===== config.mk =====
export PLATFORM = sky130hd
export DESIGN_NAME = ubg_baud_gen
export DESIGN_NICKNAME = d
export VERILOG_FILES = /design/src/rtl/ubg_pkg.sv /design/src/rtl/ubg_baud_gen.sv /design/src/rtl/ubg_prescaler.sv /design/src/rtl/ubg_frac_divider.sv
export VERILOG_INCLUDE_DIRS = /design/src /design/src/rtl
export SDC_FILE = /design/constraint.sdc
export NUM_CORES = 1
export LEC_CHECK = 0
export BUFFER_PORTS_ARGS = -buffer_cell sky130_fd_sc_hd__buf_2
export CAP_MARGIN = 20
export CORE_UTILIZATION = 30
export DETAILED_ROUTE_END_ITERATION = 10
export GPL_ROUTABILITY_DRIVEN = 0
export PLACE_DENSITY = 0.6
export SLEW_MARGIN = 25
export SYNTH_ARGS = -nofsm -noshare
export SYNTH_HDL_FRONTEND = slang
export SYNTH_SLANG_ARGS = --single-unit

===== constraint.sdc =====
create_clock -name sys_clk -period 5.2 [get_ports sys_clk]
set_input_delay 1.56 -clock sys_clk [delete_from_list [all_inputs] [get_ports sys_clk]]
set_output_delay 1.56 -clock sys_clk [all_outputs]
set_load 0.01 [all_outputs]

===== src/rtl/ubg_map.svh =====
// Register map of the baud-rate generator
`ifndef UBG_MAP_SVH
`define UBG_MAP_SVH

// ============================================================================
// Register offsets
`define UBG_OFS_BAUD_CONTROL     8'h00
`define UBG_OFS_BAUD_RELOAD      8'h04
`define UBG_OFS_FRAC_CONTROL     8'h08
`define UBG_OFS_FRAC_INCREMENT   8'h0c
`define UBG_OFS_DIVIDER_RESULT   8'h10
`define UBG_OFS_IRQ_STATUS       8'h14
`define UBG_OFS_IRQ_MASK         8'h18
`define UBG_OFS_BAUD_COUNT       8'h1c

// ============================================================================
// Field positions
`define UBG_BIT_BAUD_RUN         0
`define UBG_LSB_PRESCALE         1
`define UBG_MSB_PRESCALE         3
`define UBG_BIT_FRAC_ENABLE      0
`define UBG_BIT_FRAC_MODE        1
`define UBG_BIT_IRQ_OVERFLOW     0
`define UBG_BIT_IRQ_UNDERFLOW    1

// ============================================================================
// Reset values
`define UBG_RST_RUN              1'h0
`define UBG_RST_PRESCALE         3'h0
`define UBG_RST_RELOAD           8'h00
`define UBG_RST_FRAC_ENABLE      1'h0
`define UBG_RST_FRAC_MODE        1'h0
`define UBG_RST_INCREMENT        8'h00
`define UBG_RST_IRQ              2'h0
`define UBG_RST_COUNT            8'h00

`endif


===== src/rtl/ubg_pkg.sv =====
// Types shared by the baud-rate generator modules
package ubg_pkg;

    // ========================================================================
    // Operating mode of the fractional divider stage
    typedef enum logic [1:0] {
        UBG_FD_OFF,
        UBG_FD_FRACTION,
        UBG_FD_NORMAL
    } ubg_fd_mode_t;

    // ========================================================================
    // Software controls steering the divider chain
    typedef struct packed {
        logic       baudTimerRun;
        logic [2:0] baudPrescaleSelect;
        logic [7:0] baudReloadField;
        logic       fractionDividerEnable;
        logic       fractionDividerModeSelect;
        logic [7:0] fractionIncrement;
    } ubg_ctrl_t;

    // ========================================================================
    // Events raised by the chain in one cycle
    typedef struct packed {
        logic dividerOverflow;
        logic baudUnderflow;
    } ubg_event_t;

endpackage : ubg_pkg


===== src/rtl/ubg_baud_gen.sv =====
// Baud-rate generator top: register port, divider chain, baud timer, interrupt
//
// Operation
// - Baud timer counts down, ticked by divider output if enabled, else prescaler.
// - In fractional mode the run bit starts and stops the baud timer.
// - Underflow reloads timer from 8-bit reload value and emits one pulse.
// - Enabled divider in normal mode halts baud timer, run bit ignored.
// - Peripheral clock divided by two to the prescale select field.
// - Fractional mode scales clock by increment over 256; normal mode reloads its counter from increment.
// - Baud pulse every reload value plus one timer clocks.
// - All baud generation derives from the peripheral clock through the prescaler.
// - Normal mode runs 8-bit up-counter from increment; count readable as result.
// - Normal-mode overflow sets divider overflow flag and requests interrupt.
// - Normal mode outputs one pulse per 256 minus increment input clocks.
//
// Our own choices: strobed register access and the address map.
`timescale 1ns/1ns
`include "ubg_map.svh"

module ubg_baud_gen #(
    parameter int ADDR_W   = 8,
    parameter int DATA_W   = 32,
    parameter int PRESEL_W = 3,
    parameter int RELOAD_W = 8
) (
    input  wire logic              sys_clk,
    input  wire logic              rst_n,
    input  wire logic [ADDR_W-1:0] regAddr,
    input  wire logic [DATA_W-1:0] regWrData,
    input  wire logic              regWrite,
    input  wire logic              regRead,
    output logic      [DATA_W-1:0] regRdData,
    output logic                   baudPulse,
    output logic                   dividedClock,
    output logic                   irq
);

    // ========================================================================
    // Elaboration checks
    generate
        if (ADDR_W < 8) begin : g_bad_addr
            $error("ubg_baud_gen: ADDR_W must be at least 8");
        end
        if (DATA_W < 16) begin : g_bad_data
            $error("ubg_baud_gen: DATA_W must be at least 16");
        end
        if (PRESEL_W != 3) begin : g_bad_presel
            $error("ubg_baud_gen: the prescale select field is 3 bits wide");
        end
        if (RELOAD_W != 8) begin : g_bad_reload
            $error("ubg_baud_gen: the baud reload field is 8 bits wide");
        end
    endgenerate

    // ========================================================================
    // Helper functions
    // Full-address match of a register offset
    function automatic logic regHit(input logic [ADDR_W-1:0] addr,
                                    input logic [7:0]        ofs);
        regHit = (addr == ADDR_W'(ofs));
    endfunction : regHit

    // Sticky bits: set wins over write-one-clear
    function automatic logic [1:0] stickyNext(input logic [1:0] cur,
                                              input logic [1:0] clr,
                                              input logic [1:0] set);
        stickyNext = (cur & ~clr) | set;
    endfunction : stickyNext

    // Zero-extend a byte
    function automatic logic [DATA_W-1:0] ext8(input logic [7:0] v);
        ext8 = {{(DATA_W-8){1'b0}}, v};
    endfunction : ext8

    // ========================================================================
    // Control registers
    ubg_pkg::ubg_ctrl_t   ctrl_r;
    ubg_pkg::ubg_ctrl_t   ctrl_nxt;
    logic [1:0]           irqStatus_r;
    logic [1:0]           irqStatus_nxt;
    logic [1:0]           irqMask_r;
    logic [1:0]           irqMask_nxt;

    // Baud timer and output flops
    logic [RELOAD_W-1:0]  baudCnt_r;
    logic [RELOAD_W-1:0]  baudCnt_nxt;
    logic                 baudPulse_r;
    logic                 divClk_r;
    logic                 irq_r;
    logic [DATA_W-1:0]    rdData_r;
    logic [DATA_W-1:0]    rdData_nxt;

    // ========================================================================
    // Address decode
    wire hitBaudCtrl = regHit(regAddr, `UBG_OFS_BAUD_CONTROL);
    wire hitReload   = regHit(regAddr, `UBG_OFS_BAUD_RELOAD);
    wire hitFracCtrl = regHit(regAddr, `UBG_OFS_FRAC_CONTROL);
    wire hitIncr     = regHit(regAddr, `UBG_OFS_FRAC_INCREMENT);
    wire hitResult   = regHit(regAddr, `UBG_OFS_DIVIDER_RESULT);
    wire hitStatus   = regHit(regAddr, `UBG_OFS_IRQ_STATUS);
    wire hitMask     = regHit(regAddr, `UBG_OFS_IRQ_MASK);
    wire hitCount    = regHit(regAddr, `UBG_OFS_BAUD_COUNT);

    // Write strobes per register
    wire wrBaudCtrl  = regWrite && hitBaudCtrl;
    wire wrReload    = regWrite && hitReload;
    wire wrFracCtrl  = regWrite && hitFracCtrl;
    wire wrIncr      = regWrite && hitIncr;
    wire wrStatus    = regWrite && hitStatus;
    wire wrMask      = regWrite && hitMask;

    // ========================================================================
    // Mode decode of the divider stage
    ubg_pkg::ubg_fd_mode_t fdMode;

    assign fdMode = !ctrl_r.fractionDividerEnable    ? ubg_pkg::UBG_FD_OFF :
                    ctrl_r.fractionDividerModeSelect ? ubg_pkg::UBG_FD_NORMAL :
                                                       ubg_pkg::UBG_FD_FRACTION;

    // ========================================================================
    // Divider chain: prescaler then fractional/normal divider
    logic                 preTick;
    logic                 fracPulse;
    logic                 normPulse;
    logic [7:0]           fdResult;

    // Prescaler on the peripheral clock
    ubg_prescaler #(
        .SEL_W          (PRESEL_W)
    ) u_prescaler (
        .sys_clk        (sys_clk),
        .rst_n          (rst_n),
        .prescaleSelect (ctrl_r.baudPrescaleSelect),
        .preTick        (preTick)
    );

    // Divider on prescaler ticks
    ubg_frac_divider #(
        .W              (8)
    ) u_frac_divider (
        .sys_clk        (sys_clk),
        .rst_n          (rst_n),
        .inTick         (preTick),
        .dividerEnable  (ctrl_r.fractionDividerEnable),
        .normalMode     (ctrl_r.fractionDividerModeSelect),
        .increment      (ctrl_r.fractionIncrement),
        .fracPulse      (fracPulse),
        .normPulse      (normPulse),
        .result         (fdResult)
    );

    // ========================================================================
    // Baud timer clocking and run decisions
    // Divider ticks when enabled, else prescaler
    wire timerTick = (fdMode == ubg_pkg::UBG_FD_OFF) ? preTick : fracPulse;
    // Normal mode stops the timer
    wire timerHalt = (fdMode == ubg_pkg::UBG_FD_NORMAL);
    // Run bit gates the timer only when not halted
    wire timerRun  = ctrl_r.baudTimerRun && !timerHalt;
    wire timerStep = timerRun && timerTick;
    wire timerZero = (baudCnt_r == '0);
    // Zero count: reload and pulse
    wire underflow = timerStep && timerZero;

    // Next count of the down-counter
    assign baudCnt_nxt = !timerStep ? baudCnt_r :
                         timerZero  ? ctrl_r.baudReloadField :
                                      baudCnt_r - RELOAD_W'(1);

    // ========================================================================
    // Event collection
    ubg_pkg::ubg_event_t  evt;

    assign evt.dividerOverflow = normPulse;
    assign evt.baudUnderflow   = underflow;

    // ========================================================================
    // Control register next values
    always_comb begin
        ctrl_nxt = ctrl_r;
        if (wrBaudCtrl) begin
            ctrl_nxt.baudTimerRun =
                regWrData[`UBG_BIT_BAUD_RUN];
            ctrl_nxt.baudPrescaleSelect =
                regWrData[`UBG_MSB_PRESCALE:`UBG_LSB_PRESCALE];
        end
        if (wrReload) begin
            ctrl_nxt.baudReloadField = regWrData[7:0];
        end
        if (wrFracCtrl) begin
            ctrl_nxt.fractionDividerEnable =
                regWrData[`UBG_BIT_FRAC_ENABLE];
            ctrl_nxt.fractionDividerModeSelect =
                regWrData[`UBG_BIT_FRAC_MODE];
        end
        if (wrIncr) begin
            ctrl_nxt.fractionIncrement = regWrData[7:0];
        end
    end

    // ========================================================================
    // Interrupt status and mask next values
    wire [1:0] evtBits = {evt.baudUnderflow, evt.dividerOverflow};
    wire [1:0] clrBits = wrStatus ? regWrData[1:0] : 2'h0;

    // Set beats clear: no event lost
    assign irqStatus_nxt = stickyNext(irqStatus_r, clrBits, evtBits);
    assign irqMask_nxt   = wrMask ? regWrData[1:0] : irqMask_r;

    // ========================================================================
    // Read data selection
    wire [DATA_W-1:0] rdBaudCtrl =
        ext8({4'h0, ctrl_r.baudPrescaleSelect, ctrl_r.baudTimerRun});
    wire [DATA_W-1:0] rdFracCtrl =
        ext8({6'h0, ctrl_r.fractionDividerModeSelect,
              ctrl_r.fractionDividerEnable});
    wire [DATA_W-1:0] rdStatus   = ext8({6'h0, irqStatus_r});
    wire [DATA_W-1:0] rdMask     = ext8({6'h0, irqMask_r});

    // Unmapped addresses read as zero; data valid one cycle after strobe
    assign rdData_nxt = !regRead    ? '0 :
                        hitBaudCtrl ? rdBaudCtrl :
                        hitReload   ? ext8(ctrl_r.baudReloadField) :
                        hitFracCtrl ? rdFracCtrl :
                        hitIncr     ? ext8(ctrl_r.fractionIncrement) :
                        hitResult   ? ext8(fdResult) :
                        hitStatus   ? rdStatus :
                        hitMask     ? rdMask :
                        hitCount    ? ext8(baudCnt_r) :
                                      '0;

    // ========================================================================
    // Control registers
    always_ff @(posedge sys_clk) begin
        if (!rst_n) begin
            ctrl_r.baudTimerRun              <= `UBG_RST_RUN;
            ctrl_r.baudPrescaleSelect        <= `UBG_RST_PRESCALE;
            ctrl_r.baudReloadField           <= `UBG_RST_RELOAD;
            ctrl_r.fractionDividerEnable     <= `UBG_RST_FRAC_ENABLE;
            ctrl_r.fractionDividerModeSelect <= `UBG_RST_FRAC_MODE;
            ctrl_r.fractionIncrement         <= `UBG_RST_INCREMENT;
        end else begin
            ctrl_r <= ctrl_nxt;
        end
    end

    // ========================================================================
    // Interrupt registers
    always_ff @(posedge sys_clk) begin
        if (!rst_n) begin
            irqStatus_r <= `UBG_RST_IRQ;
            irqMask_r   <= `UBG_RST_IRQ;
        end else begin
            irqStatus_r <= irqStatus_nxt;
            irqMask_r   <= irqMask_nxt;
        end
    end

    // ========================================================================
    // Baud timer
    always_ff @(posedge sys_clk) begin
        if (!rst_n) begin
            baudCnt_r <= `UBG_RST_COUNT;
        end else begin
            baudCnt_r <= baudCnt_nxt;
        end
    end

    // ========================================================================
    // Output flops; pulses lag one cycle
    always_ff @(posedge sys_clk) begin
        if (!rst_n) begin
            baudPulse_r <= 1'b0;
            divClk_r    <= 1'b0;
            irq_r       <= 1'b0;
            rdData_r    <= '0;
        end else begin
            baudPulse_r <= underflow;
            divClk_r    <= normPulse;
            irq_r       <= |(irqStatus_nxt & irqMask_nxt);
            rdData_r    <= rdData_nxt;
        end
    end

    // ========================================================================
    // Port drive
    assign regRdData    = rdData_r;
    assign baudPulse    = baudPulse_r;
    assign dividedClock = divClk_r;
    assign irq          = irq_r;

endmodule : ubg_baud_gen


===== src/rtl/ubg_prescaler.sv =====
// Power-of-two prescaler producing a one-cycle enable pulse
`timescale 1ns/1ns
module ubg_prescaler #(
    parameter int SEL_W = 3
) (
    input  wire logic             sys_clk,
    input  wire logic             rst_n,
    input  wire logic [SEL_W-1:0] prescaleSelect,
    output logic                  preTick
);
    localparam int CNT_W = (1 << SEL_W) - 1;

    logic [CNT_W-1:0] preCnt_r;
    wire  [CNT_W-1:0] preMask = CNT_W'((1 << prescaleSelect) - 1);

    // One tick per 2^select cycles
    assign preTick = ((preCnt_r & preMask) == preMask);

    // Free-running; new select applies within a period
    always_ff @(posedge sys_clk) begin
        if (!rst_n) begin
            preCnt_r <= '0;
        end else begin
            preCnt_r <= preCnt_r + CNT_W'(1);
        end
    end

    generate
        if (SEL_W < 1 || SEL_W > 4) begin : g_bad_sel
            $error("ubg_prescaler: SEL_W must lie between 1 and 4");
        end
    endgenerate
endmodule : ubg_prescaler


===== src/rtl/ubg_frac_divider.sv =====
// Fractional / normal divider stage following the prescaler
`timescale 1ns/1ns
module ubg_frac_divider #(
    parameter int W = 8
) (
    input  wire logic         sys_clk,
    input  wire logic         rst_n,
    input  wire logic         inTick,
    input  wire logic         dividerEnable,
    input  wire logic         normalMode,
    input  wire logic [W-1:0] increment,
    output logic              fracPulse,
    output logic              normPulse,
    output logic [W-1:0]      result
);
    logic [W-1:0] acc_r;
    logic [W-1:0] normCnt_r;

    wire          fracRun = dividerEnable && !normalMode && inTick;
    wire          normRun = dividerEnable && normalMode && inTick;
    wire  [W:0]   accSum  = {1'b0, acc_r} + {1'b0, increment};
    wire          normTop = (normCnt_r == {W{1'b1}});

    // Carry rate is increment/2^W
    assign fracPulse = fracRun && accSum[W];
    // One pulse per 2^W - increment ticks
    assign normPulse = normRun && normTop;
    assign result    = normalMode ? normCnt_r : acc_r;

    // Accumulator and reload counter, each in its mode
    always_ff @(posedge sys_clk) begin
        if (!rst_n) begin
            acc_r     <= '0;
            normCnt_r <= '0;
        end else begin
            if (fracRun) begin
                acc_r <= accSum[W-1:0];
            end
            if (normRun) begin
                normCnt_r <= normTop ? increment : normCnt_r + W'(1);
            end
        end
    end

    generate
        if (W != 8) begin : g_bad_w
            $error("ubg_frac_divider: only an 8-bit divider is supported");
        end
    endgenerate
endmodule : ubg_frac_divider


Yosys cells after proc, flatten, opt, wreduce, memory -nomap -nowiden:

Cells that the tools add are included.

* output and inout bits: 35
* input bits: 44
* logic and storage cells: 81
* register bits after elaboration: 92

* mux-type cells: 16
* reduce and logical (&&, ||, !) cells: 24
* add/sub/neg operators: 5
* eq/ne operators: 10
* bitwise gates (word level): 7
* shift operators: 1

Operators by type and width (number)
* 8-bit two-way mux: 10
* 8-bit by 5-bit == test with 1-bit output (second input constant): 4
* 8-bit by 4-bit == test with 1-bit output (second input constant): 2
* 8-bit logical NOT: 2
* 1-bit logical AND: 15
* 8-bit by 8-bit adder with 9-bit output: 1
* 9-bit OR reduction: 1
* 8-bit by 1-bit adder with 8-bit output (second input constant): 1
* 8-bit by 3-bit == test with 1-bit output (second input constant): 1
* 8-bit == test (second input constant): 1
* 2-bit two-way mux: 4
* 8-bit by 1-bit subtractor with 8-bit output (second input constant): 1
* 7-bit by 1-bit adder with 7-bit output (second input constant): 1
* 7-bit AND: 1
* 7-bit == test: 1
* 1-bit by 3-bit left shift with 7-bit output (first input constant): 1
* 7-bit by 2-bit subtractor with 7-bit output (second input constant): 1
* 2-bit AND: 2
* 4-bit two-way mux: 1
* 3-bit OR reduction: 1
* 2-bit == test (second input constant): 1
* 1-bit logical NOT: 2
* 2-bit logical NOT: 1
* 1-bit NOT: 2
* other kinds (5): 5

Depth between registers and ports, before layout:

* depth in word-level cells: 12
* mapped depth: 11
* depth with buffers taken out: 8

Cells and area by module:

A second synthesis with hierarchy kept.

* cell total of the unflattened synthesis: 444
* area, all modules: 3877.5 um^2

By module, submodules not included
* ubg_baud_gen: area each 2371.0 um^2, cells each 262, times used 1, seq. area each 900.9 um^2
* ubg_frac_divider: area each 1182.4 um^2, cells each 147, times used 1, seq. area each 320.3 um^2
* ubg_prescaler: area each 324.1 um^2, cells each 35, times used 1, seq. area each 140.1 um^2

Worst setup path before layout:

No wires, ideal clock.

* path kind: input to register
* start: input regAddr[5]
* end: register ctrl_r[18] (netlist bit)
* path buffers: 1
* arrival: 2.971 ns
* data required time: 5.068 ns
* stages on the path: 6
* path slack: 2.096 ns
* path through: or4_1 -> clkbuf_1 -> nor4_2 -> nand2_1 -> nand2_1 -> a21oi_1

* cells in the longest elaborated chain, start to end: 2

Ends and longest elaborated chain
* start, declared: RTL line ubg_baud_gen.sv:28 `input wire logic [ADDR_W-1:0] regAddr,`
* 8-bit logical NOT: RTL line ubg_baud_gen.sv:60 `regHit = (addr == ADDR_W'(ofs));`
* 1-bit logical AND: RTL line ubg_baud_gen.sv:105 `wire wrBaudCtrl = regWrite && hitBaudCtrl;`
* end signal, assigned: RTL line ubg_baud_gen.sv:243 `ctrl_r <= ctrl_nxt;`
* end, declared: RTL line ubg_baud_gen.sv:77 `ubg_pkg::ubg_ctrl_t ctrl_r;`

Every way passes these cells.
A chain may end at the register's enable or synchronous reset.

Worst setup path in the final report:

* start: input regAddr[5]
* end: register rdData_r[3] (netlist: regRdData[3])

* cells in the longest elaborated chain, start to end: 9

Ends and longest elaborated chain
* 8-bit by 5-bit == test with 1-bit output: RTL line ubg_baud_gen.sv:60
* 8-bit two-way mux: RTL line ubg_baud_gen.sv:229 `hitCount ? ext8(baudCnt_r) :`
* 8-bit two-way mux: RTL line ubg_baud_gen.sv:228 `hitMask ? rdMask :`
* 8-bit two-way mux: RTL line ubg_baud_gen.sv:227 `hitStatus ? rdStatus :`
* 8-bit two-way mux: RTL line ubg_baud_gen.sv:226 `hitResult ? ext8(fdResult) :`
* 8-bit two-way mux: RTL line ubg_baud_gen.sv:225 `hitIncr ? ext8(ctrl_r.fractionIncrement) :`
* 8-bit two-way mux: RTL line ubg_baud_gen.sv:224 `hitFracCtrl ? rdFracCtrl :`
* 8-bit two-way mux: RTL line ubg_baud_gen.sv:223 `hitReload ? ext8(ctrl_r.baudReloadField) :`
* 4-bit two-way mux *: RTL line ubg_baud_gen.sv:222 `hitBaudCtrl ? rdBaudCtrl :`
* end signal, assigned: RTL line ubg_baud_gen.sv:281 `rdData_r <= rdData_nxt;`
* end, declared: RTL line ubg_baud_gen.sv:90 `logic [DATA_W-1:0] rdData_r;`

Every way passes the cells marked *; elsewhere a longest branch is shown, timed or not.

==> key figures <==
CTS
  – Clk sink count: 68
  – Worst-Skew Late Latency: 0.33 ns
  – Post-CTS Hold Fix Bufs: 0
  – Clock tree from TritonCTS: built
  – Register clock-pin slew on the reported worst setup and hold paths: 0.05 ns
  – Cells resized by post-CTS repair: 0
  – Post-CTS setup repair buffer count: 0
  – H-tree Lvls: 3
  – Root buffer cell: sky130_fd_sc_hd__clkbuf_16
  – Total CTS buffers: 9
  – Max Root-Sink Buffers: 2

Synthesis
  – Share of synthesized area occupied by flip-flops and latches: 0.333
  – Netlist cell types: 68
  – Area share of the leading cell type in the synthesized netlist: 0.333
  – Warning count from the yosys run: 0
  – Most used flip-flop cell after synthesis: sky130_fd_sc_hd__dfxtp_1
  – Library cell with the largest summed area after synthesis: sky130_fd_sc_hd__dfxtp_1
  – Cell Area, Synth: 4090 sq um
  – Commonest cells post-synth: 68 x sky130_fd_sc_hd__dfxtp_1, 45 x sky130_fd_sc_hd__nand2_1, 42 x sky130_fd_sc_hd__a21oi_1, 39 x sky130_fd_sc_hd__nand3_1, 28 x sky130_fd_sc_hd__nor2_1
  – Avg Inst Size Synth: 8.25 sq um
  – Number of flops mapped to enable cells by yosys: 0
  – Register bit count reported by yosys: 68
  – Share of synthesized registers carrying an async set or reset: 0
  – Dominant cell by count in the synthesized netlist: sky130_fd_sc_hd__dfxtp_1
  – Top cells by area, synth: sky130_fd_sc_hd__dfxtp_1 33%, sky130_fd_sc_hd__a21oi_1 5.1%, sky130_fd_sc_hd__nand3_1 4.8%
  – Number of instances in the synthesized netlist: 495

Global route
  – Total global routing overflow: 0
  – Global-route wire length before repair: 17,600 um
  – Most utilized layer in the global route result: met2
  – Met1 global-route usage: 0.216
  – Maximum number of pins on one net before global-route repair: 34
  – Number of global-route vias before repair: 3,451
  – Number of antenna violations at the first check in global routing: 0
  – Global routing usage summed across all routing layers: 0.158
  – Met2 track demand over resource in global routing: 0.241
  – Met3 demand-to-capacity share in global routing: 0.0372

Timing
  – Final Worst Setup Slack: 1.95 ns
  – Number of setup violations in the final report: 0
  – Min Tclk post-route: 3.25 ns
  – Max-Slew Margin vs Limit: 0.467
  – Max frequency: 308 MHz
  – Period utilization: 0.625
  – Max-slew violation total from the final report: 0
  – Worst Tran Pin Value: 0.794 ns
  – Aggregate negative setup slack: 0 ns
  – Number of hold violations in the final report: 0
  – Clk_skew: 0.00471 ns
  – Setup repair after global routing missed its margin: false

Floorplan
  – Rows: 42
  – Die footprint: 14,100 sq um
  – Core area: 13,200 sq um
  – I/O pin total: 79
  – Die Span Y: 119 um
  – DIE WIDTH: 119 um
  – Starting density of the core: 0.308

Pwr
  – Combinational share of power: 0.042
  – Clock power share: 0.520
  – Peak supply drop: 166 uV
  – Sequential share of power: 0.438
  – Switching share of power: 0.214
  – Pwr dens: 263 nW/um^2
  – Static power due to leakage: 1.67 nW
  – Switch Pwr: 0.257 mW
  – Internal Pwr Total: 0.945 mW

Detailed routing
  – Detail-routed net length per standard cell: 15.7 um
  – First drt pass iteration count: 5
  – Via count: 3,716
  – Total detailed-routing wirelength: 10,800 um
  – Via/cell ratio: 5.38
  – Detail Route Antenna Nets: 0
  – # DRC: 0
  – DRT iter0 DRCs: 264

Layout
  – Non-filler cells, final: 691
  – Share of final-layout standard cells stronger than drive strength 1: 0.144
  – # diodes: 0
  – Number of nets in the layout: 569
  – Number of filler cells placed in the layout: 1,386
  – Synthesis-to-finish area growth: 11.8%
  – Fraction of the core area covered by cells at the end of the flow: 0.345

Worst setup path
  – CP Cell Sequence: buf_2, or4b_2, nor3_1, a22o_1, o21ai_0, a21oi_1
  – Critical path fanouts, max: 5
  – Delay of the slowest critical-path stage: 0.72 ns
  – Category of the critical setup timing path: in -> reg
  – Critical Path End Type: register
  – Critical path startpoint category: input pin
  – Critical path data arrival time: 3.51 ns
  – Critical-path top delay cell: sky130_fd_sc_hd__or4b_2
  – Required time of the critical path: 5.46 ns

Placed design
  – Post-detailed-placement half-perimeter wirelength: 7890 um
  – IO Port Bufs: 30
  – Worst Setup Slack post-DPL: 1.63 ns
  – Number of placed instances with taps included: 676

Flow run
  – Max cap viols: 0

Hold path
  – Hold WC Path Type: reg -> reg

Run status
  – Status: finished, final reports clean
-- area by class of cell --
type,instances,area (sq um),area share
clock buffer,14,274,0.0600
clock inverter,1,30.0,0.00658
inverter,14,52.6,0.0115
multi-input combinational,384,2450,0.536
sequential,68,1360,0.298
tap,176,220,0.0482
timing repair buffer,34,180,0.0395
-- registers in the layout (all words and copies together), names as in the netlist --
name,count
ctrl_r,22
baudPulse,1
irq,1
irqMask_r,2
u_prescaler.preCnt_r,7
irqStatus_r,2
regRdData,8
dividedClock,1
u_frac_divider.normCnt_r,8
u_frac_divider.acc_r,8
baudCnt_r,8
-- routing by layer --
layer,vias to the layer above,share of wire
li1,1813,-
met1,1774,0.47
met2,113,0.46
met3,16,0.055
met4,0,0.017
met5,-,0
-- metrics by stage --
stage | instance area [sq um] | hold WS [ns] | power [mW]
2_1_floorplan | 4170 | 0.430 | 0.583
3_3_place_gp | 4260 | 0.444 | 0.586
3_5_place_dp | 4260 | 0.459 | 0.587
4_1_cts | 4570 | 0.473 | 1.22
5_1_grt | 4570 | 0.503 | 1.24
6_report | 4570 | 0.470 | 1.20
-- critical path, delay by kind of cell --
| kind | cells | cell delay [ns] |
|---|---|---|
| and+or+nand+nor | 2 | 1.36 |
| buffers and inverters | 1 | 0.11 |
| AOI/OAI and AO/OA | 3 | 0.48 |
-- layout by cell type, fill, tap and decap left out, types with 7 or more instances in the layout --
| cell type | synthesis | final |
|---|---|---|
| sky130_fd_sc_hd__nand2b_1 | 8 | 8 |
| sky130_fd_sc_hd__dfxtp_1 | 68 | 68 |
| sky130_fd_sc_hd__a21oi_1 | 42 | 42 |
| sky130_fd_sc_hd__clkbuf_16 | 0 | 9 |
| sky130_fd_sc_hd__mux2_2 | 8 | 8 |
| sky130_fd_sc_hd__conb_1 | 1 | 24 |
| sky130_fd_sc_hd__buf_2 | 7 | 30 |
| sky130_fd_sc_hd__a22oi_1 | 10 | 10 |
| sky130_fd_sc_hd__o21ai_0 | 17 | 17 |
| sky130_fd_sc_hd__nor3_1 | 11 | 11 |
| sky130_fd_sc_hd__a31oi_1 | 8 | 8 |
| sky130_fd_sc_hd__nand3_1 | 39 | 39 |
| sky130_fd_sc_hd__nand2_1 | 45 | 45 |
| sky130_fd_sc_hd__ha_1 | 13 | 13 |
| sky130_fd_sc_hd__inv_1 | 14 | 13 |
| sky130_fd_sc_hd__mux2i_1 | 11 | 11 |
| sky130_fd_sc_hd__nor2_1 | 28 | 28 |
| sky130_fd_sc_hd__nor4_1 | 8 | 8 |
| sky130_fd_sc_hd__and3_1 | 7 | 7 |
| sky130_fd_sc_hd__nand4_1 | 7 | 7 |
-- cells by family (layout without fill, tap and decap cells) --
kind of cell    count (synthesis)  count (layout)  synth area share
simple gates                  191             191             0.251
compound gates                127             127             0.210
flops                          68              68             0.333
buf+inv                        66              63            0.0885
mux                            20              20            0.0545
fa+ha+maj                      14              14            0.0447
xor+xnor                        8               8            0.0172
other cells                     1              24          0.000918
-- path summary, 6_finish.rpt --
check,from,to,slack [ns],depth (start not counted)
setup / recovery,regAddr[5],regRdData[3],1.95,6
hold / removal,u_prescaler.preCnt_r[0],u_prescaler.preCnt_r[0],0.47,1
hold reg to reg,u_prescaler.preCnt_r[0],u_prescaler.preCnt_r[0],0.47,1
setup reg to reg,ctrl_r[20],baudCnt_r[6],2.19,7
-- power groups by stage --
stage	sequential, mW	combinational, mW	clock [mW]
after global routing	0.526	0.0550	0.661
after CTS	0.526	0.0500	0.639
after global placement	0.537	0.0485	0
after detailed placement	0.538	0.0498	0
final	0.526	0.0506	0.625
after floorplan	0.537	0.0465	0
No activity file was read; power rests on OpenSTA's default activity.
